<file path="src/rtl/nco_regs.vh">
// Register offsets, field positions, reset values and timing for the note credit output block.
`ifndef NCO_REGS_VH
`define NCO_REGS_VH

`define NCO_CLK_NS 4
`define NCO_TICK_NS 1000000
`define NCO_TICK_PRELOAD 18'h0_0002
`define NCO_VEND_MS 8'h64
`define NCO_PRE_100MS 8'h64
`define NCO_PRE_50MS 8'h32

`define NCO_A_CTRL 8'h00
`define NCO_A_PRESET 8'h04
`define NCO_A_PLOW 8'h08
`define NCO_A_PHIGH 8'h0C
`define NCO_A_PPD 8'h10
`define NCO_A_STATUS 8'h14
`define NCO_A_CHAN_BASE 8'h40
`define NCO_A_CHAN_TOP 8'h7C

`define NCO_CTRL_MODE 0
`define NCO_CTRL_HOLD 1

`define NCO_PRE_SEL_LOW 0
`define NCO_PRE_LOW_50 1
`define NCO_PRE_SEL_HIGH 2
`define NCO_PRE_HIGH_50 3
`define NCO_PRE_SEL_MULT 4
`define NCO_PRE_MULT_LSB 5
`define NCO_PRE_MULT_MSB 6

`define NCO_RST_PLOW 8'h32
`define NCO_RST_PHIGH 8'h32
`define NCO_RST_PPD 4'h1

`endif

</file>
<file path="src/rtl/nco_tick.v">
// Millisecond tick divider with a restart input that aligns the tick to a phase start.
`include "nco_regs.vh"

module nco_tick #(
  parameter TICK_CYC = `NCO_TICK_NS / `NCO_CLK_NS
) (
  // Clock and reset.
  input wire sys_clk,
  input wire sys_rst,
  // Control and tick.
  input wire restart,
  output reg tick_q
);

  localparam [31:0] TC_FULL = TICK_CYC - 1;
  localparam [17:0] TC_LAST = TC_FULL[17:0];

  reg [17:0] cnt_q;

  always @(posedge sys_clk or posedge sys_rst) begin
    if (sys_rst) begin
      cnt_q <= 18'h0_0000;
      tick_q <= 1'b0;
    end else if (restart) begin
      // The preload covers the restart register and the tick register, so a phase of
      // n ms ends exactly n*TICK_CYC cycles after it starts.
      cnt_q <= `NCO_TICK_PRELOAD;
      tick_q <= 1'b0;
    end else if (cnt_q == TC_LAST) begin
      cnt_q <= 18'h0_0000;
      tick_q <= 1'b1;
    end else begin
      cnt_q <= cnt_q + 18'h0_0001;
      tick_q <= 1'b0;
    end
  end

endmodule

</file>
<file path="src/rtl/nco_core.v">
// Note credit output: parallel vend pulses, pulse-stream trains and credit hold.
//
// Contract
// - Parallel credit: 100 ms low pulse.
// - Parallel mode: four channels, own lines.
// - High block input refuses that channel.
// - All four blocked: dark bezel, reverse.
// - Busy low while handling a note.
// - Escrow enabled only while escrow low.
// - Pulse mode: per-channel pulse count trains.
// - Pulse mode supports sixteen channels.
// - Pulse train only on first line.
// - Channels above four refused only globally.
// - Credit hold: wait escrow toggle first.
// - One group per toggle until paid.
// - Busy low, blocked during hold payout.
// - Low time, high time, multiplier configurable.
// - Presets: 100/50 ms, multiplier 1-4.
// - No preset selected keeps custom settings.
// - Credit after stacking, then release busy.
//
// The strobed register port and the placing of the registers are this design's own decisions.
`include "nco_regs.vh"

module nco_core #(
  parameter TICK_CYC = `NCO_TICK_NS / `NCO_CLK_NS
) (
  // Clock and reset.
  input wire sys_clk,
  input wire sys_rst,
  // Register port.
  input wire [7:0] reg_addr,
  input wire [31:0] reg_wdata,
  input wire reg_wr,
  input wire reg_rd,
  output reg [31:0] reg_rdata_q,
  // Transport side.
  input wire note_present,
  input wire transport_active,
  input wire note_stacked,
  input wire [3:0] note_chan,
  output reg [15:0] chan_accept_q,
  output reg bezel_on_q,
  output reg motor_reverse_q,
  output reg escrow_enable_q,
  // Host machine pins.
  input wire [3:0] channel_block_input,
  input wire escrow_in,
  output reg [3:0] credit_line_n_q,
  output reg busy_n_q
);

  localparam [2:0] ST_IDLE = 3'h0;
  localparam [2:0] ST_PAR = 3'h1;
  localparam [2:0] ST_PLOW = 3'h2;
  localparam [2:0] ST_PHIGH = 3'h3;
  localparam [2:0] ST_WAIT = 3'h4;

  reg [2:0] state_q;
  reg mode_q;
  reg hold_q;
  reg [7:0] plow_q;
  reg [7:0] phigh_q;
  reg [3:0] ppd_q;
  reg [7:0] chan_val_q [0:15];
  reg [1:0] par_chan_q;
  reg [7:0] ms_q;
  reg [3:0] pulse_left_q;
  reg [7:0] group_left_q;
  reg esc_seen_low_q;
  reg restart_q;
  wire tick_raw;
  wire tick;
  wire all_blocked;
  wire esc_toggle;
  wire phase_end;
  integer i;
  integer k;

  assign all_blocked = &channel_block_input;
  assign esc_toggle = esc_seen_low_q & escrow_in;

  // Channel permission from the block inputs and the mode.
  function chan_ok;
    input [3:0] ch;
    input md;
    input [3:0] blk;
    begin
      if (&blk) begin
        chan_ok = 1'b0;
      end else if (ch[3:2] == 2'b00) begin
        chan_ok = ~blk[ch[1:0]];
      end else begin
        chan_ok = md;
      end
    end
  endfunction

  // Phase length in ms, never shorter than one.
  function [7:0] ms_len;
    input [7:0] v;
    begin
      ms_len = (v == 8'h00) ? 8'h01 : v;
    end
  endfunction

  nco_tick #(
    .TICK_CYC(TICK_CYC)
  ) u_tick (
    .sys_clk(sys_clk),
    .sys_rst(sys_rst),
    .restart(restart_q),
    .tick_q(tick_raw)
  );

  // A tick raised just before a restart belongs to the old phase and is dropped.
  assign tick = tick_raw & ~restart_q;
  assign phase_end = tick & (ms_q == 8'h01);

  // Configuration registers.
  always @(posedge sys_clk or posedge sys_rst) begin
    if (sys_rst) begin
      mode_q <= 1'b0;
      hold_q <= 1'b0;
      plow_q <= `NCO_RST_PLOW;
      phigh_q <= `NCO_RST_PHIGH;
      ppd_q <= `NCO_RST_PPD;
      for (i = 0; i < 16; i = i + 1) begin
        chan_val_q[i] <= i[7:0] + 8'h01;
      end
    end else if (reg_wr) begin
      case (reg_addr)
        `NCO_A_CTRL: begin
          mode_q <= reg_wdata[`NCO_CTRL_MODE];
          hold_q <= reg_wdata[`NCO_CTRL_HOLD];
        end
        `NCO_A_PRESET: begin
          if (reg_wdata[`NCO_PRE_SEL_LOW]) begin
            plow_q <= reg_wdata[`NCO_PRE_LOW_50] ? `NCO_PRE_50MS : `NCO_PRE_100MS;
          end
          if (reg_wdata[`NCO_PRE_SEL_HIGH]) begin
            phigh_q <= reg_wdata[`NCO_PRE_HIGH_50] ? `NCO_PRE_50MS : `NCO_PRE_100MS;
          end
          if (reg_wdata[`NCO_PRE_SEL_MULT]) begin
            ppd_q <= {2'b00, reg_wdata[`NCO_PRE_MULT_MSB:`NCO_PRE_MULT_LSB]} + 4'h1;
          end
        end
        `NCO_A_PLOW: plow_q <= reg_wdata[7:0];
        `NCO_A_PHIGH: phigh_q <= reg_wdata[7:0];
        `NCO_A_PPD: ppd_q <= reg_wdata[3:0];
        default: begin
          if (reg_addr >= `NCO_A_CHAN_BASE && reg_addr <= `NCO_A_CHAN_TOP) begin
            chan_val_q[reg_addr[5:2]] <= reg_wdata[7:0];
          end
        end
      endcase
    end
  end

  // Read data stands only in the cycle after the strobe.
  always @(posedge sys_clk or posedge sys_rst) begin
    if (sys_rst) begin
      reg_rdata_q <= 32'h0000_0000;
    end else if (reg_rd) begin
      case (reg_addr)
        `NCO_A_CTRL: reg_rdata_q <= {30'h0000_0000, hold_q, mode_q};
        `NCO_A_PLOW: reg_rdata_q <= {24'h00_0000, plow_q};
        `NCO_A_PHIGH: reg_rdata_q <= {24'h00_0000, phigh_q};
        `NCO_A_PPD: reg_rdata_q <= {28'h000_0000, ppd_q};
        `NCO_A_STATUS: begin
          reg_rdata_q <= {16'h0000, group_left_q, 2'b00, all_blocked, ~busy_n_q, 1'b0,
            state_q};
        end
        default: begin
          if (reg_addr >= `NCO_A_CHAN_BASE && reg_addr <= `NCO_A_CHAN_TOP) begin
            reg_rdata_q <= {24'h00_0000, chan_val_q[reg_addr[5:2]]};
          end else begin
            reg_rdata_q <= 32'h0000_0000;
          end
        end
      endcase
    end else begin
      reg_rdata_q <= 32'h0000_0000;
    end
  end

  // Escrow line watch for credit hold.
  always @(posedge sys_clk or posedge sys_rst) begin
    if (sys_rst) begin
      esc_seen_low_q <= 1'b0;
    end else if (state_q != ST_WAIT) begin
      esc_seen_low_q <= 1'b0;
    end else if (!escrow_in) begin
      esc_seen_low_q <= 1'b1;
    end else if (esc_toggle) begin
      esc_seen_low_q <= 1'b0;
    end
  end

  // Credit sequencer.
  always @(posedge sys_clk or posedge sys_rst) begin
    if (sys_rst) begin
      state_q <= ST_IDLE;
      par_chan_q <= 2'b00;
      ms_q <= 8'h00;
      pulse_left_q <= 4'h0;
      group_left_q <= 8'h00;
      restart_q <= 1'b0;
    end else begin
      restart_q <= 1'b0;
      case (state_q)
        ST_IDLE: begin
          if (note_stacked && chan_ok(note_chan, mode_q, channel_block_input)) begin
            restart_q <= 1'b1;
            if (!mode_q) begin
              par_chan_q <= note_chan[1:0];
              ms_q <= `NCO_VEND_MS;
              state_q <= ST_PAR;
            end else if (chan_val_q[note_chan] != 8'h00 && ppd_q != 4'h0) begin
              group_left_q <= chan_val_q[note_chan];
              pulse_left_q <= ppd_q;
              ms_q <= ms_len(plow_q);
              state_q <= hold_q ? ST_WAIT : ST_PLOW;
            end
          end
        end
        ST_PAR: begin
          if (phase_end) begin
            state_q <= ST_IDLE;
          end else if (tick) begin
            ms_q <= ms_q - 8'h01;
          end
        end
        ST_PLOW: begin
          if (phase_end) begin
            restart_q <= 1'b1;
            ms_q <= ms_len(phigh_q);
            state_q <= ST_PHIGH;
          end else if (tick) begin
            ms_q <= ms_q - 8'h01;
          end
        end
        ST_PHIGH: begin
          if (phase_end) begin
            restart_q <= 1'b1;
            ms_q <= ms_len(plow_q);
            if (pulse_left_q != 4'h1) begin
              pulse_left_q <= pulse_left_q - 4'h1;
              state_q <= ST_PLOW;
            end else begin
              pulse_left_q <= ppd_q;
              group_left_q <= group_left_q - 8'h01;
              if (group_left_q == 8'h01) begin
                state_q <= ST_IDLE;
              end else begin
                state_q <= hold_q ? ST_WAIT : ST_PLOW;
              end
            end
          end else if (tick) begin
            ms_q <= ms_q - 8'h01;
          end
        end
        ST_WAIT: begin
          if (esc_toggle) begin
            restart_q <= 1'b1;
            state_q <= ST_PLOW;
          end
        end
        default: state_q <= ST_IDLE;
      endcase
    end
  end

  // Host pins and transport controls.
  always @(posedge sys_clk or posedge sys_rst) begin
    if (sys_rst) begin
      credit_line_n_q <= 4'hF;
      busy_n_q <= 1'b1;
      chan_accept_q <= 16'h0000;
      bezel_on_q <= 1'b0;
      motor_reverse_q <= 1'b0;
      escrow_enable_q <= 1'b0;
    end else begin
      credit_line_n_q <= 4'hF;
      if (state_q == ST_PAR) begin
        credit_line_n_q[par_chan_q] <= 1'b0;
      end else if (state_q == ST_PLOW) begin
        credit_line_n_q[0] <= 1'b0;
      end
      busy_n_q <= ~(transport_active | (state_q != ST_IDLE));
      for (k = 0; k < 16; k = k + 1) begin
        chan_accept_q[k] <= (state_q == ST_IDLE) &
          chan_ok(k[3:0], mode_q, channel_block_input);
      end
      bezel_on_q <= ~all_blocked;
      motor_reverse_q <= all_blocked & note_present;
      escrow_enable_q <= ~escrow_in;
    end
  end

endmodule

</file>
<file path="config.mk">
export PLATFORM = sky130hd
export DESIGN_NAME = nco_core
export DESIGN_NICKNAME = d
export VERILOG_FILES = /design/src/rtl/nco_tick.v /design/src/rtl/nco_core.v
export VERILOG_INCLUDE_DIRS = /design/src /design/src/rtl
export SDC_FILE = /design/constraint.sdc
export NUM_CORES = 1
export LEC_CHECK = 0
export ABC_AREA = 1
export ABC_CLOCK_PERIOD_IN_PS = 11100
export BUFFER_PORTS_ARGS = -buffer_cell sky130_fd_sc_hd__buf_2
export CORE_MARGIN = 2
export CORE_UTILIZATION = 35
export DETAILED_ROUTE_END_ITERATION = 10
export PLACE_DENSITY = 0.6
export SLEW_MARGIN = 20
export SYNTH_ARGS = -nofsm -noshare
export SYNTH_HDL_FRONTEND = slang
export SYNTH_HIERARCHICAL = 1
export SYNTH_SLANG_ARGS = --single-unit
</file>
<file path="constraint.sdc">
create_clock -name sys_clk -period 11.1 [get_ports sys_clk]
set_clock_uncertainty 0.2 [all_clocks]
set_input_delay 1.11 -clock sys_clk [delete_from_list [all_inputs] [get_ports sys_clk]]
set_output_delay 1.11 -clock sys_clk [all_outputs]
set_load 0.01 [all_outputs]
</file>
* Yosys cells after proc, flatten, opt, wreduce, memory -nomap -nowiden
Index checks and enable logic that the tools add are counted.
** Storage, ports and cells
- Register bits after elaboration :: 241
- Bits of input ports :: 56
- Output and inout port bits :: 56
- Word-level logic and storage cells :: 213
** Operators by class
- $add $sub $neg :: 5
- Order comparisons :: 8
- Equality and inequality tests :: 28
- Multiplexer cells :: 79
- Bitwise operators :: 25
- Reduce and logical (&&, ||, !) cells :: 31
** Operator list (number)
- 8-bit two-way mux :: 22
- 128-bit bitwise mux :: 1
- 16-bit one-hot mux with 5 select lines :: 1
- 8-bit binary-select mux with 4-bit select :: 2
- 8-bit one-hot mux with 2 select lines :: 3
- 18-bit two-way mux :: 2
- 3-bit two-way mux :: 11
- 8-bit demux with 4-bit select :: 1
- 32-bit two-way mux :: 1
- 8-bit one-hot mux with 4 select lines :: 1
- 8-bit logical NOT :: 3
- 4-bit two-way mux :: 6
- 2-bit inequality test, second input constant :: 12
- 1-bit two-way mux :: 20
- 18-bit by 1-bit adder with 18-bit output, second input constant :: 1
- 18-bit equality test, second input constant :: 1
- 8-bit by 1-bit equality test with 1-bit output, second input constant :: 2
- 8-bit by 4-bit equality test with 1-bit output, second input constant :: 2
- 8-bit by 5-bit equality test with 1-bit output, second input constant :: 2
- 4-bit one-hot mux with 2 select lines :: 2
- 8-bit by 1-bit subtractor with 8-bit output, second input constant :: 2
- 3-bit one-hot mux with 5 select lines :: 1
- 3-bit AND reduction :: 5
- 7-bit two-way mux :: 2
- 36 further kinds :: 70

* Logic depth before layout (Yosys ltp)
Gate-level depths: netlist of the first run.
- Word-level depth :: 10
- Mapped depth :: 17
- Gate-level depth less buffers :: 16

* Hierarchy
Netlist of the first run, hierarchy kept.
** Modules (own cells, without submodules)
- nco_core :: instances 1, cells an instance 1515, area each 11379.7 um^2, sequential area each 5211.2 um^2
- nco_tick :: instances 1, cells an instance 136, area each 1112.3 um^2, sequential area each 475.5 um^2

* Worst setup path after synthesis of the first run
Ideal clock, no wire load.
- Path kind :: input-to-reg
- Start point :: in note_chan[0]
- End point :: reg ms_q[3]
- Library setup time :: 117 ps
- Data arrival time :: 2490 ps
- Required time :: 10783 ps
- Slack :: 8293 ps
- Stages :: 16
- Buffers on the path :: 4
- Path through :: buf_6 -> buf_6 -> buf_6 -> o211ai_2 -> o21ai_1 -> nand2_1 -> nand2_1 -> nor2_1 -> nand2_1 -> nor2_1 -> nand2_1 -> nand2_4 -> nand2_4 -> buf_6 -> nand3_1 -> nand2_1
** Between the ends
- Longest elaborated chain between the ends :: 9
- Elaborated cells on any way between the ends :: 16
- Those cells by class :: 2 x eq/ne; 8 x mux; 2 x bitwise; 4 x reduce/logical
** Ends and longest elaborated chain
- from (decl) :: line nco_core.v:41 : input wire [3:0] note_chan,
- branches (longest 8 deep; another with 8-bit binary-select mux with 4-bit select)
- 4-bit AND reduction (no source line) (*)
- to (signal assigned) :: line nco_core.v:217 : ms_q <= `NCO_VEND_MS;
- to (signal assigned) :: line nco_core.v:222 : ms_q <= ms_len(plow_q);
- to (signal assigned) :: line nco_core.v:231 : ms_q <= ms_q - 8'h01;
- to (decl) :: line nco_core.v:67 : reg [7:0] ms_q;
Mark *: on every way between the ends. The select of a mux whose other input is x is not followed.
A chain may end at the register's enable or synchronous reset.

* Worst setup path after layout of the first run
Same ends and word-level chain as after synthesis.

==> impl_metrics.ini, run 1 <==
[clock_tree]
root_buffer = clkbuf_16
clkLatencyLatePin_ns = 0.55
cts_resized = 0
clock_path_buffers = 3
cts_tree = done
cts_setup_buffers = 0
postCtsHoldBufs = 0
clkTransAtPathRegs_ns = 0.06
numCtsBuffers = 28
numClockSinks = 225
htree_num_levels = 1

[setup_path]
reg2reg_from = restart_q
crit_type = in2reg
startpoint_type = input pin
worst_setup_path_end_kind = flop
worst-path-max-fanout = 80
rrSetupSlack_ns = 8.25
required_ns = 11.39
worstReg2RegEnd = group_left_q[1]
reg2reg_depth = 10
cp-startpoint = note_chan[0]
arrival_ns = 4.28

[global_routing]
grt_pass1_vias = 10800
grtUsageTotal_pct = 21.5
antenna_found_initial = 1
grt_pass1_wl_mm = 61.8
grt_start_max_net_pins = 141
grt_overflow_total = 0

[synth]
synth_top_cell_area_share_pct = 36.1
syn-cell-area_mm2 = 0.0125
async_reset_ff_share_pct = 100
synth_cells = 1651
synth_largest_area_cell = dfrtp_1
synth_edf_count = 0
synth_flop_cell = dfrtp_1
yosysWarnings = 6
ys_seq_area_share_pct = 45.5
ys_ff_latch = 225
syn_area_per_cell_um2 = 7.57
synth_cell_types = 48
synth_area_leaders = dfrtp_1 (36%), nand2_1 (12%), dfstp_2 (9.5%), o21ai_0 (8.9%), nor2_1 (5.8%)

[cells_and_area]
nets = 1744
antenna_cells = 0
drive_gt1_share_pct = 13.2
fillCellCount = 3661
area.growth.synth_to_final_pct = 12.3
fin_util_pct = 39.7

[outcome]
outcome = finished clean

[die]
dieArea_mm2 = 0.0372
core_area_mm2 = 0.0354
die_x_um = 193
die_y_um = 193
rows = 69
start_util_pct = 35.3
ioPinCount = 112

[sta]
fin_crit_ns = 3.99
fmax_ghz = 0.250
slew_headroom_pct = 29.2
holdWs_ns = 0.278
tns_ns = 0
rsz0062_at_grt = false
setup_ws_ns = 7.11
setup-violations-final = 0
maxSlewViolCount = 0
finalHoldViolCount = 0
worst_pin_slew_ns = 1.06
min_period_over_period_pct = 36.0

[min_path]
hold_path_end = group_left_q[4]
min_from = group_left_q[4]
hold_path.class = reg2reg
hold-path-cell-count = 2

[route]
drc = 0
wl_per_cell_um = 18.5
drt_iter0_markers = 1112
num_vias = 11500
wl_mm = 40.1
ant_nets = 0
dr.pass1.iters = 6
vias_per_cell = 5.34

[pwr]
p_leak_nw = 6.64
power-per-cell-area_mw_per_mm2 = 193
peakVddDrop_mv = 0.155

[placement]
dp_hpwl_mm = 26.4
place_ws_ns = 6.69
port_buffers = 71
routabilityCongestion = 0.958

[flow_run]
drv_cap = 0
==> state kept, by name (all words and copies together), names as in the netlist, 5 cells and up <==
register,cells
phigh_q,8
ms_q,8
chan_val_q,128
chan_accept_q,5
group_left_q,8
reg_rdata_q,16
plow_q,8
u_tick/cnt_q,18
==> report_power, final <==
group          internal, mW  total (mW)  switching [mW]  leakage [nW]
clock                 0.631        1.00           0.374         0.516
sequential            0.975        1.08           0.108          2.78
combinational         0.206       0.627           0.421          3.34
==> critical path: stages <==
cell and delay, ns:
buf_2 0.08, buf_4 0.73, inv_4 0.49, o21ai_0 0.36, nand2_1 0.12, nand2_1 0.09, nand2_1 0.05, nor2_1 0.29
nand2_1 0.09, nor2_1 0.12, nand2_1 0.11, nand2_4 0.12, nand2_4 0.11, nand2_2 0.17, nand2_1 0.08, nand2_1 0.06
==> cells in the mapped netlist (2+ instances only) <==
master     instances
nand2_1          414
o211ai_1          11
o21ai_1           21
nor3_1            15
nor2_1           192
dfstp_2           45
inv_2              6
inv_1            155
nand2_2            7
clkbuf_1          20
buf_4             31
o211ai_2           3
or2_2              2
a31oi_1            3
buf_1              3
buf_2             34
and3_1             3
buf_6              6
xor2_1            15
nand4_1           15
a21oi_2            2
nor2_2             7
o221ai_1           4
xnor2_1            4
dfrtp_1          180
nor2_4             6
inv_4              2
o2111ai_1          3
nand2_4            8
a21oi_1           30
clkinv_1           2
ha_1               8
a22oi_1            4
o31ai_1            3
nand3_1           79
o21ai_0          221
a211oi_1           5
o22ai_1           72
==> kinds of logic after synthesis <==
kind of cell	synth area share, %
AO/OA/AOI/OAI	17.2
flip-flops	45.5
AND/OR/NAND/NOR	25.6
buffers and inverters	9.46
other	0.0300
XOR/XNOR	1.33
adder cells (fa/ha/maj)	0.801
==> per-layer routing <==
metal	vias up	GRT usage (%)	part of all wire (%)
met2	428	33.8	45
met1	5573	29.9	44
met5	-	0	0
li1	5460	-	-
met3	88	3.56	7.5
met4	0	7.75	3.6
==> area by class of cell <==
class / count / area (um^2) / area share [%]
clock buffers: 36 / 812 / 5.79
clock inverters: 16 / 216 / 1.54
inverters: 165 / 632 / 4.50
multi-input cells: 1182 / 5680 / 40.5
flip-flops and latches: 225 / 5690 / 40.5
well taps: 461 / 577 / 4.11
repair buffers: 78 / 428 / 3.05
==> through the flow <==
stage | std cells | instance area, um^2 | power [mW]
finish | 2163 | 14000 | 2.72
detailed placement | 2110 | 13000 | 1.72
global route | 2163 | 14000 | 2.87
global placement | 2110 | 13000 | 1.70
floorplan | 1666 | 12500 | 1.54
CTS | 2162 | 14000 | 2.73
==> cells in the final DEF (no fill, tap or decap), drive strengths merged, types with 32 or more instances in the layout <==
| master | count |
|---|---|
| a21oi | 32 |
| clkbuf | 36 |
| dfstp | 45 |
| o21ai | 242 |
| buf | 78 |
| nand2 | 429 |
| dfrtp | 180 |
| inv | 163 |
| o22ai | 72 |
| nor2 | 206 |
| nand3 | 80 |
==> how the worst max path moves through the flow <==
stage,to
floorplan,bezel_on_q
detailed placement,ms_q[4]
CTS,ms_q[1]
global route,ms_q[0]
global placement,ms_q[0]
finish,ms_q[3]
Note: power is estimated with default switching activity, not from simulation.
==> run 2: changes to the inputs <==
Settings changed: ABC_AREA 1 to 0, ABC_CLOCK_PERIOD_IN_PS 11100 to 3800.
Clock period 11.1 ns to 3.8 ns, I/O delays scaled along.
==> impl_metrics.ini, run 2 <==
[placement]
placed_area_mm2 = 0.0133
routabilityCongestion = 0.873
dp_hpwl_mm = 24.0
dp_cells = 1528
place_ws_ns = 0.184
port_buffers = 71

[die]
start_util_pct = 35.7
die_x_um = 192
dieArea_mm2 = 0.0368
die_y_um = 192
core_area_mm2 = 0.0346
ioPinCount = 112
rows = 68

[synth]
ys_seq_area_share_pct = 46.0
synth_flop_cell = dfrtp_1
syn_area_per_cell_um2 = 12.0
syn-cell-area_mm2 = 0.0124
yosysWarnings = 6
synth_largest_area_cell = dfrtp_1
async_reset_ff_share_pct = 100
synth_edf_count = 0
synth_common_cells = dfrtp_1 (180), mux2_2 (137), nand2_1 (70)
synth.most_common_cell = dfrtp_1
ys_ff_latch = 225
synth_cell_types = 76
synth_top_cell_area_share_pct = 36.4
synth_area_leaders = dfrtp_1 (36%), mux2_2 (12%), mux4_2 (12%), dfstp_2 (9.6%), nand2_1 (2.1%)
synth_cells = 1028

[route]
dr.pass1.iters = 5
wl_mm = 33.1
drt_iter0_markers = 767
vias_per_cell = 5.60
wl_per_cell_um = 20.9
num_vias = 8876
drc = 0
ant_nets = 0

[setup_path]
cp-startpoint = chan_val_q[12]
worst_setup_path_end_kind = flop
worst-path-max-fanout = 19
cp_slowest_stage_delay_ns = 0.58
worstReg2RegEnd = ms_q[5]
critical_path.cell_chain = mux4_1 > mux4_2 > or4b_4 > o31ai_4 > buf_12 > a211oi_1 > a211o_1
arrival_ns = 3.39
startpoint_type = flop
worst-path-buf-inv = 1
crit_type = reg2reg
reg2reg_from = chan_val_q[12]
critical-path-top-delay-family = multiplexers
required_ns = 4.01
rrSetupSlack_ns = 0.63
reg2reg_depth = 7
cpMaxStageDelayCell = or4b_4

[sta]
tns_ns = 0
fin_crit_ns = 3.17
min_period_over_period_pct = 83.6
worst_pin_slew_ns = 0.991
setup-violations-final = 0
slew_headroom_pct = 33.7
fmax_ghz = 0.315
maxSlewViolCount = 0
rsz0062_at_grt = false
setup_ws_ns = 0.625
finalHoldViolCount = 0

[cells_and_area]
area.growth.synth_to_final_pct = 15.9
layout_common_cells = dfrtp_1 (180), mux2_2 (137), buf_2 (71)
drive_gt1_share_pct = 37.7
stdcell_count = 1585
nets = 1174
largest_register_ffs = 128
layout.cells.most_common = dfrtp_1
reg_top3 = chan_val_q x128, u_tick/cnt_q x18, reg_rdata_q x16
top_register = chan_val_q
antenna_cells = 0
final_cell_area_mm2 = 0.0143

[pwr]
power-per-cell-area_mw_per_mm2 = 506
peakVddDrop_mv = 0.297
p_leak_nw = 6.19
power.total_mw = 7.25

[clock_tree]
htree_num_levels = 1
clkLatencyLatePin_ns = 0.53
numClockSinks = 225
numCtsBuffers = 26
cts_resized = 0
clkTransAtPathRegs_ns = 0.06
root_buffer = clkbuf_16
cts_tree = done
cts_setup_buffers = 0
clock_path_buffers = 3

[outcome]
outcome = finished clean

[min_path]
hold_path_end = plow_q[7]
hold_path.class = in2reg
hold-path-cell-count = 3
min_from = reg_wdata[7]

[global_routing]
grtUsageTotal_pct = 18.4
grt_start_max_net_pins = 73
grt_pass1_wl_mm = 52.3
grt_pass1_vias = 8772
antenna_found_initial = 1
grt_overflow_total = 0

[flow_run]
drv_cap = 0
run 2: changes by cell type after synthesis, moves of 58 or more:
cell / previous run / this run
o22ai_1: 72 / 9
inv_1: 155 / 24
nand2_1: 414 / 70
mux4_2: 0 / 64
nor2_1: 192 / 66
o21ai_0: 221 / 37
mux2_2: 0 / 137
nand3_1: 79 / 21
run 2: worst min-delay path, cell delays in order:
cell	delay [ns]
buf_2	0.21
nand3_1	0.11
nand2_1	0.05
run 2: worst max-delay path by stage:
stage | depth (start not counted) | slack (ns) | endpoint
after detailed placement | 10 | 0.18 | ms_q[5]
after floorplan | 8 | 0.55 | group_left_q[0]
after CTS | 7 | 0.65 | ms_q[5]
after global routing | 6 | 0.51 | group_left_q[0]
final | 7 | 0.63 | ms_q[5]
after global placement | 10 | 0.24 | group_left_q[0]
run 2: cells by family after synthesis:
logic type / after synthesis / share of synthesized area [%]
xor gates and xnor gates: 14 / 0.992
buffers and inverters: 114 / 4.64
adders and majority gates: 8 / 0.810
other: 1 / 0.0303
DFF: 225 / 46.0
muxes: 223 / 26.7
and+or+nand+nor: 275 / 11.2
AOI/OAI and AO/OA: 168 / 9.59
run 2: what timing repair did:
action / in CTS / in global routing
hold buffers: 9 / 0
endpoints found under the hold margin: 50 / 0
endpoints found under the setup margin: 0 / 0
run 2: layout make-up:
cell class	instances	area, um^2
Multi-Input combinational cell	704	6170
Sequential cell	225	5690
Tap cell	455	569
Timing Repair Buffer	129	876
Inverter	24	93.8
Clock inverter	9	148
Clock buffer	39	781
Fill cell	3264	20300
run 2: per-layer routing:
layer	global-route usage, %	part of all wire (%)	vias to the layer above
met4	4.29	2.0	2
met1	25.6	45	4539
met5	0	0.039	-
li1	-	-	4008
met3	3.36	5.8	53
met2	29.7	47	274
run 2: stage by stage:
stage	utilization, %	hold slack (ns)
finish	41.4	0.0723
global placement	38.4	0.277
floorplan	-	0.131
global route	41.4	0.0759
CTS	41.3	0.0359
detailed placement	38.4	0.295
run 2: report_power, final:
group	total, mW	internal [mW]	switching [mW]
combinational	1.49	0.694	0.795
sequential	3.08	2.76	0.317
clock	2.68	1.68	0.999
total	7.25	5.14	2.11
==> run 3: changes to the inputs <==
Settings changed: ABC_CLOCK_PERIOD_IN_PS 3800 to 2700, PLACE_DENSITY 0.6 to 0.62.
Clock period 3.8 ns to 2.7 ns, I/O delays scaled along.
==> impl_metrics.ini, run 3 (synthesis gave the netlist of run 2 again) <==
[route]
drc = 0
dr.pass1.iters = 5
wl_mm = 36.0
ant_nets = 0
num_vias = 9551
drt_iter0_markers = 695
wl_per_cell_um = 21.2
vias_per_cell = 5.62

[cells_and_area]
nets = 1287
layout.cells.most_common = dfrtp_1
layout_common_cells = dfrtp_1 (180), buf_4 (144), mux2_2 (137)
top_register = chan_val_q
fin_util_pct = 44.2
drive_gt1_share_pct = 44.8
reg_top3 = chan_val_q x128, u_tick/cnt_q x18, reg_rdata_q x16
largest_register_ffs = 128
area.growth.synth_to_final_pct = 24.0
antenna_cells = 0
stdcell_count = 1699

[sta]
rsz0062_at_grt = true
slew_headroom_pct = 49.5
finalHoldViolCount = 0
maxSlewViolCount = 0
setup-violations-final = 22
worst_pin_slew_ns = 0.752
fmax_ghz = 0.323
min_period_over_period_pct = 115
setup_ws_ns = -0.401
fin_crit_ns = 3.10

[global_routing]
grtUsageTotal_pct = 19.9
grt_pass1_vias = 9716
grt_start_max_net_pins = 81
antenna_found_initial = 0
grt_pass1_wl_mm = 57.0
grt_overflow_total = 0

[flow_run]
drv_cap = 0

[clock_tree]
clkLatencyLatePin_ns = 0.55
clkTransAtPathRegs_ns = 0.06
numClockSinks = 225
root_buffer = clkbuf_16
numCtsBuffers = 27
htree_num_levels = 1
clock_path_buffers = 3
cts_tree = done

[setup_path]
worst_setup_path_end_kind = flop
cp_slowest_stage_delay_ns = 0.58
startpoint_type = flop
crit_type = reg2reg
cp-startpoint = chan_val_q[20]
worstReg2RegEnd = group_left_q[0]
path_common_cell = mux4_2
crit_cells = 7
reg2reg_from = chan_val_q[20]
worst-path-buf-inv = 1
critical_path.cell_chain = mux4_2 > mux4_2 > or4b_4 > o31ai_4 > buf_12 > a2111oi_1 > a211o_1
arrival_ns = 3.32
required_ns = 2.92
critical-path-top-delay-family = multiplexers
rrSetupSlack_ns = -0.40
cpMaxStageDelayCell = or4b_4
reg2reg_depth = 7
worst-path-max-fanout = 13

[placement]
dp_hpwl_mm = 25.9
routabilityCongestion = 0.902
port_buffers = 71
dp_cells = 1630

[die]
start_util_pct = 35.7
dieArea_mm2 = 0.0368
ioPinCount = 112
core_area_mm2 = 0.0346
rows = 68
die_x_um = 192
die_y_um = 192

[min_path]
hold_path.class = in2reg
hold-path-cell-count = 2
min_from = reg_wdata[4]
hold_path_end = chan_val_q[4]

[pwr]
peakVddDrop_mv = 0.501
p_leak_nw = 6.75
power-per-cell-area_mw_per_mm2 = 684
power.total_mw = 10.5

[outcome]
outcome = finished, violations left
violations = setup timing
[run 3: per-stage QoR]
stage	setup TNS (ns)	hold slack (ns)	setup slack (ns)	area, um^2
3_3_place_gp	-14.37	0.190	-0.712	14200
4_1_cts	-7.22	0.0106	-0.405	15300
5_1_grt	-8.21	0.0465	-0.446	15300
3_5_place_dp	-16.16	0.189	-0.795	14200
2_1_floorplan	-70.65	0.0211	-0.406	12500
6_report	-7.09	0.0257	-0.401	15300
[run 3: worst max-delay path by stage]
| stage | to | slack [ns] |
|---|---|---|
| CTS | group_left_q[0] | -0.41 |
| detailed placement | pulse_left_q[1] | -0.79 |
| global route | group_left_q[4] | -0.45 |
| floorplan | bezel_on_q | -0.41 |
| global placement | pulse_left_q[2] | -0.71 |
| finish | group_left_q[0] | -0.40 |
[run 3: final cells by class]
cell class | instances | area, um^2
Timing Repair Buffer | 241 | 1800
Clock buffer | 35 | 776
Clock inverter | 15 | 148
Sequential cell | 225 | 5690
Inverter | 24 | 93.8
Multi-Input combinational cell | 704 | 6250
Tap cell | 455 | 569
Fill cell | 3155 | 19300
[run 3: timing repair]
action	in CTS	in global routing
buffers inserted	1	2
pin swaps	2	1
gates resized for setup	5	2
endpoints found under the setup margin	22	22
endpoints found under the hold margin	216	0
hold buffers	16	0
[run 3: routing by layer]
layer / GRT usage (%) / vias to the layer above / routed length, um
met2: 32.9 / 378 / 17000
li1: - / 4230 / -
met4: 7.37 / 0 / 1390
met1: 26.5 / 4849 / 15300
met3: 3.07 / 94 / 2330
met5: 0 / - / 0
[run 3: power by group]
part | switching, mW | total (mW) | internal, mW
clock network | 1.51 | 3.73 | 2.22
logic | 1.23 | 2.43 | 1.20
registers | 0.428 | 4.31 | 3.89
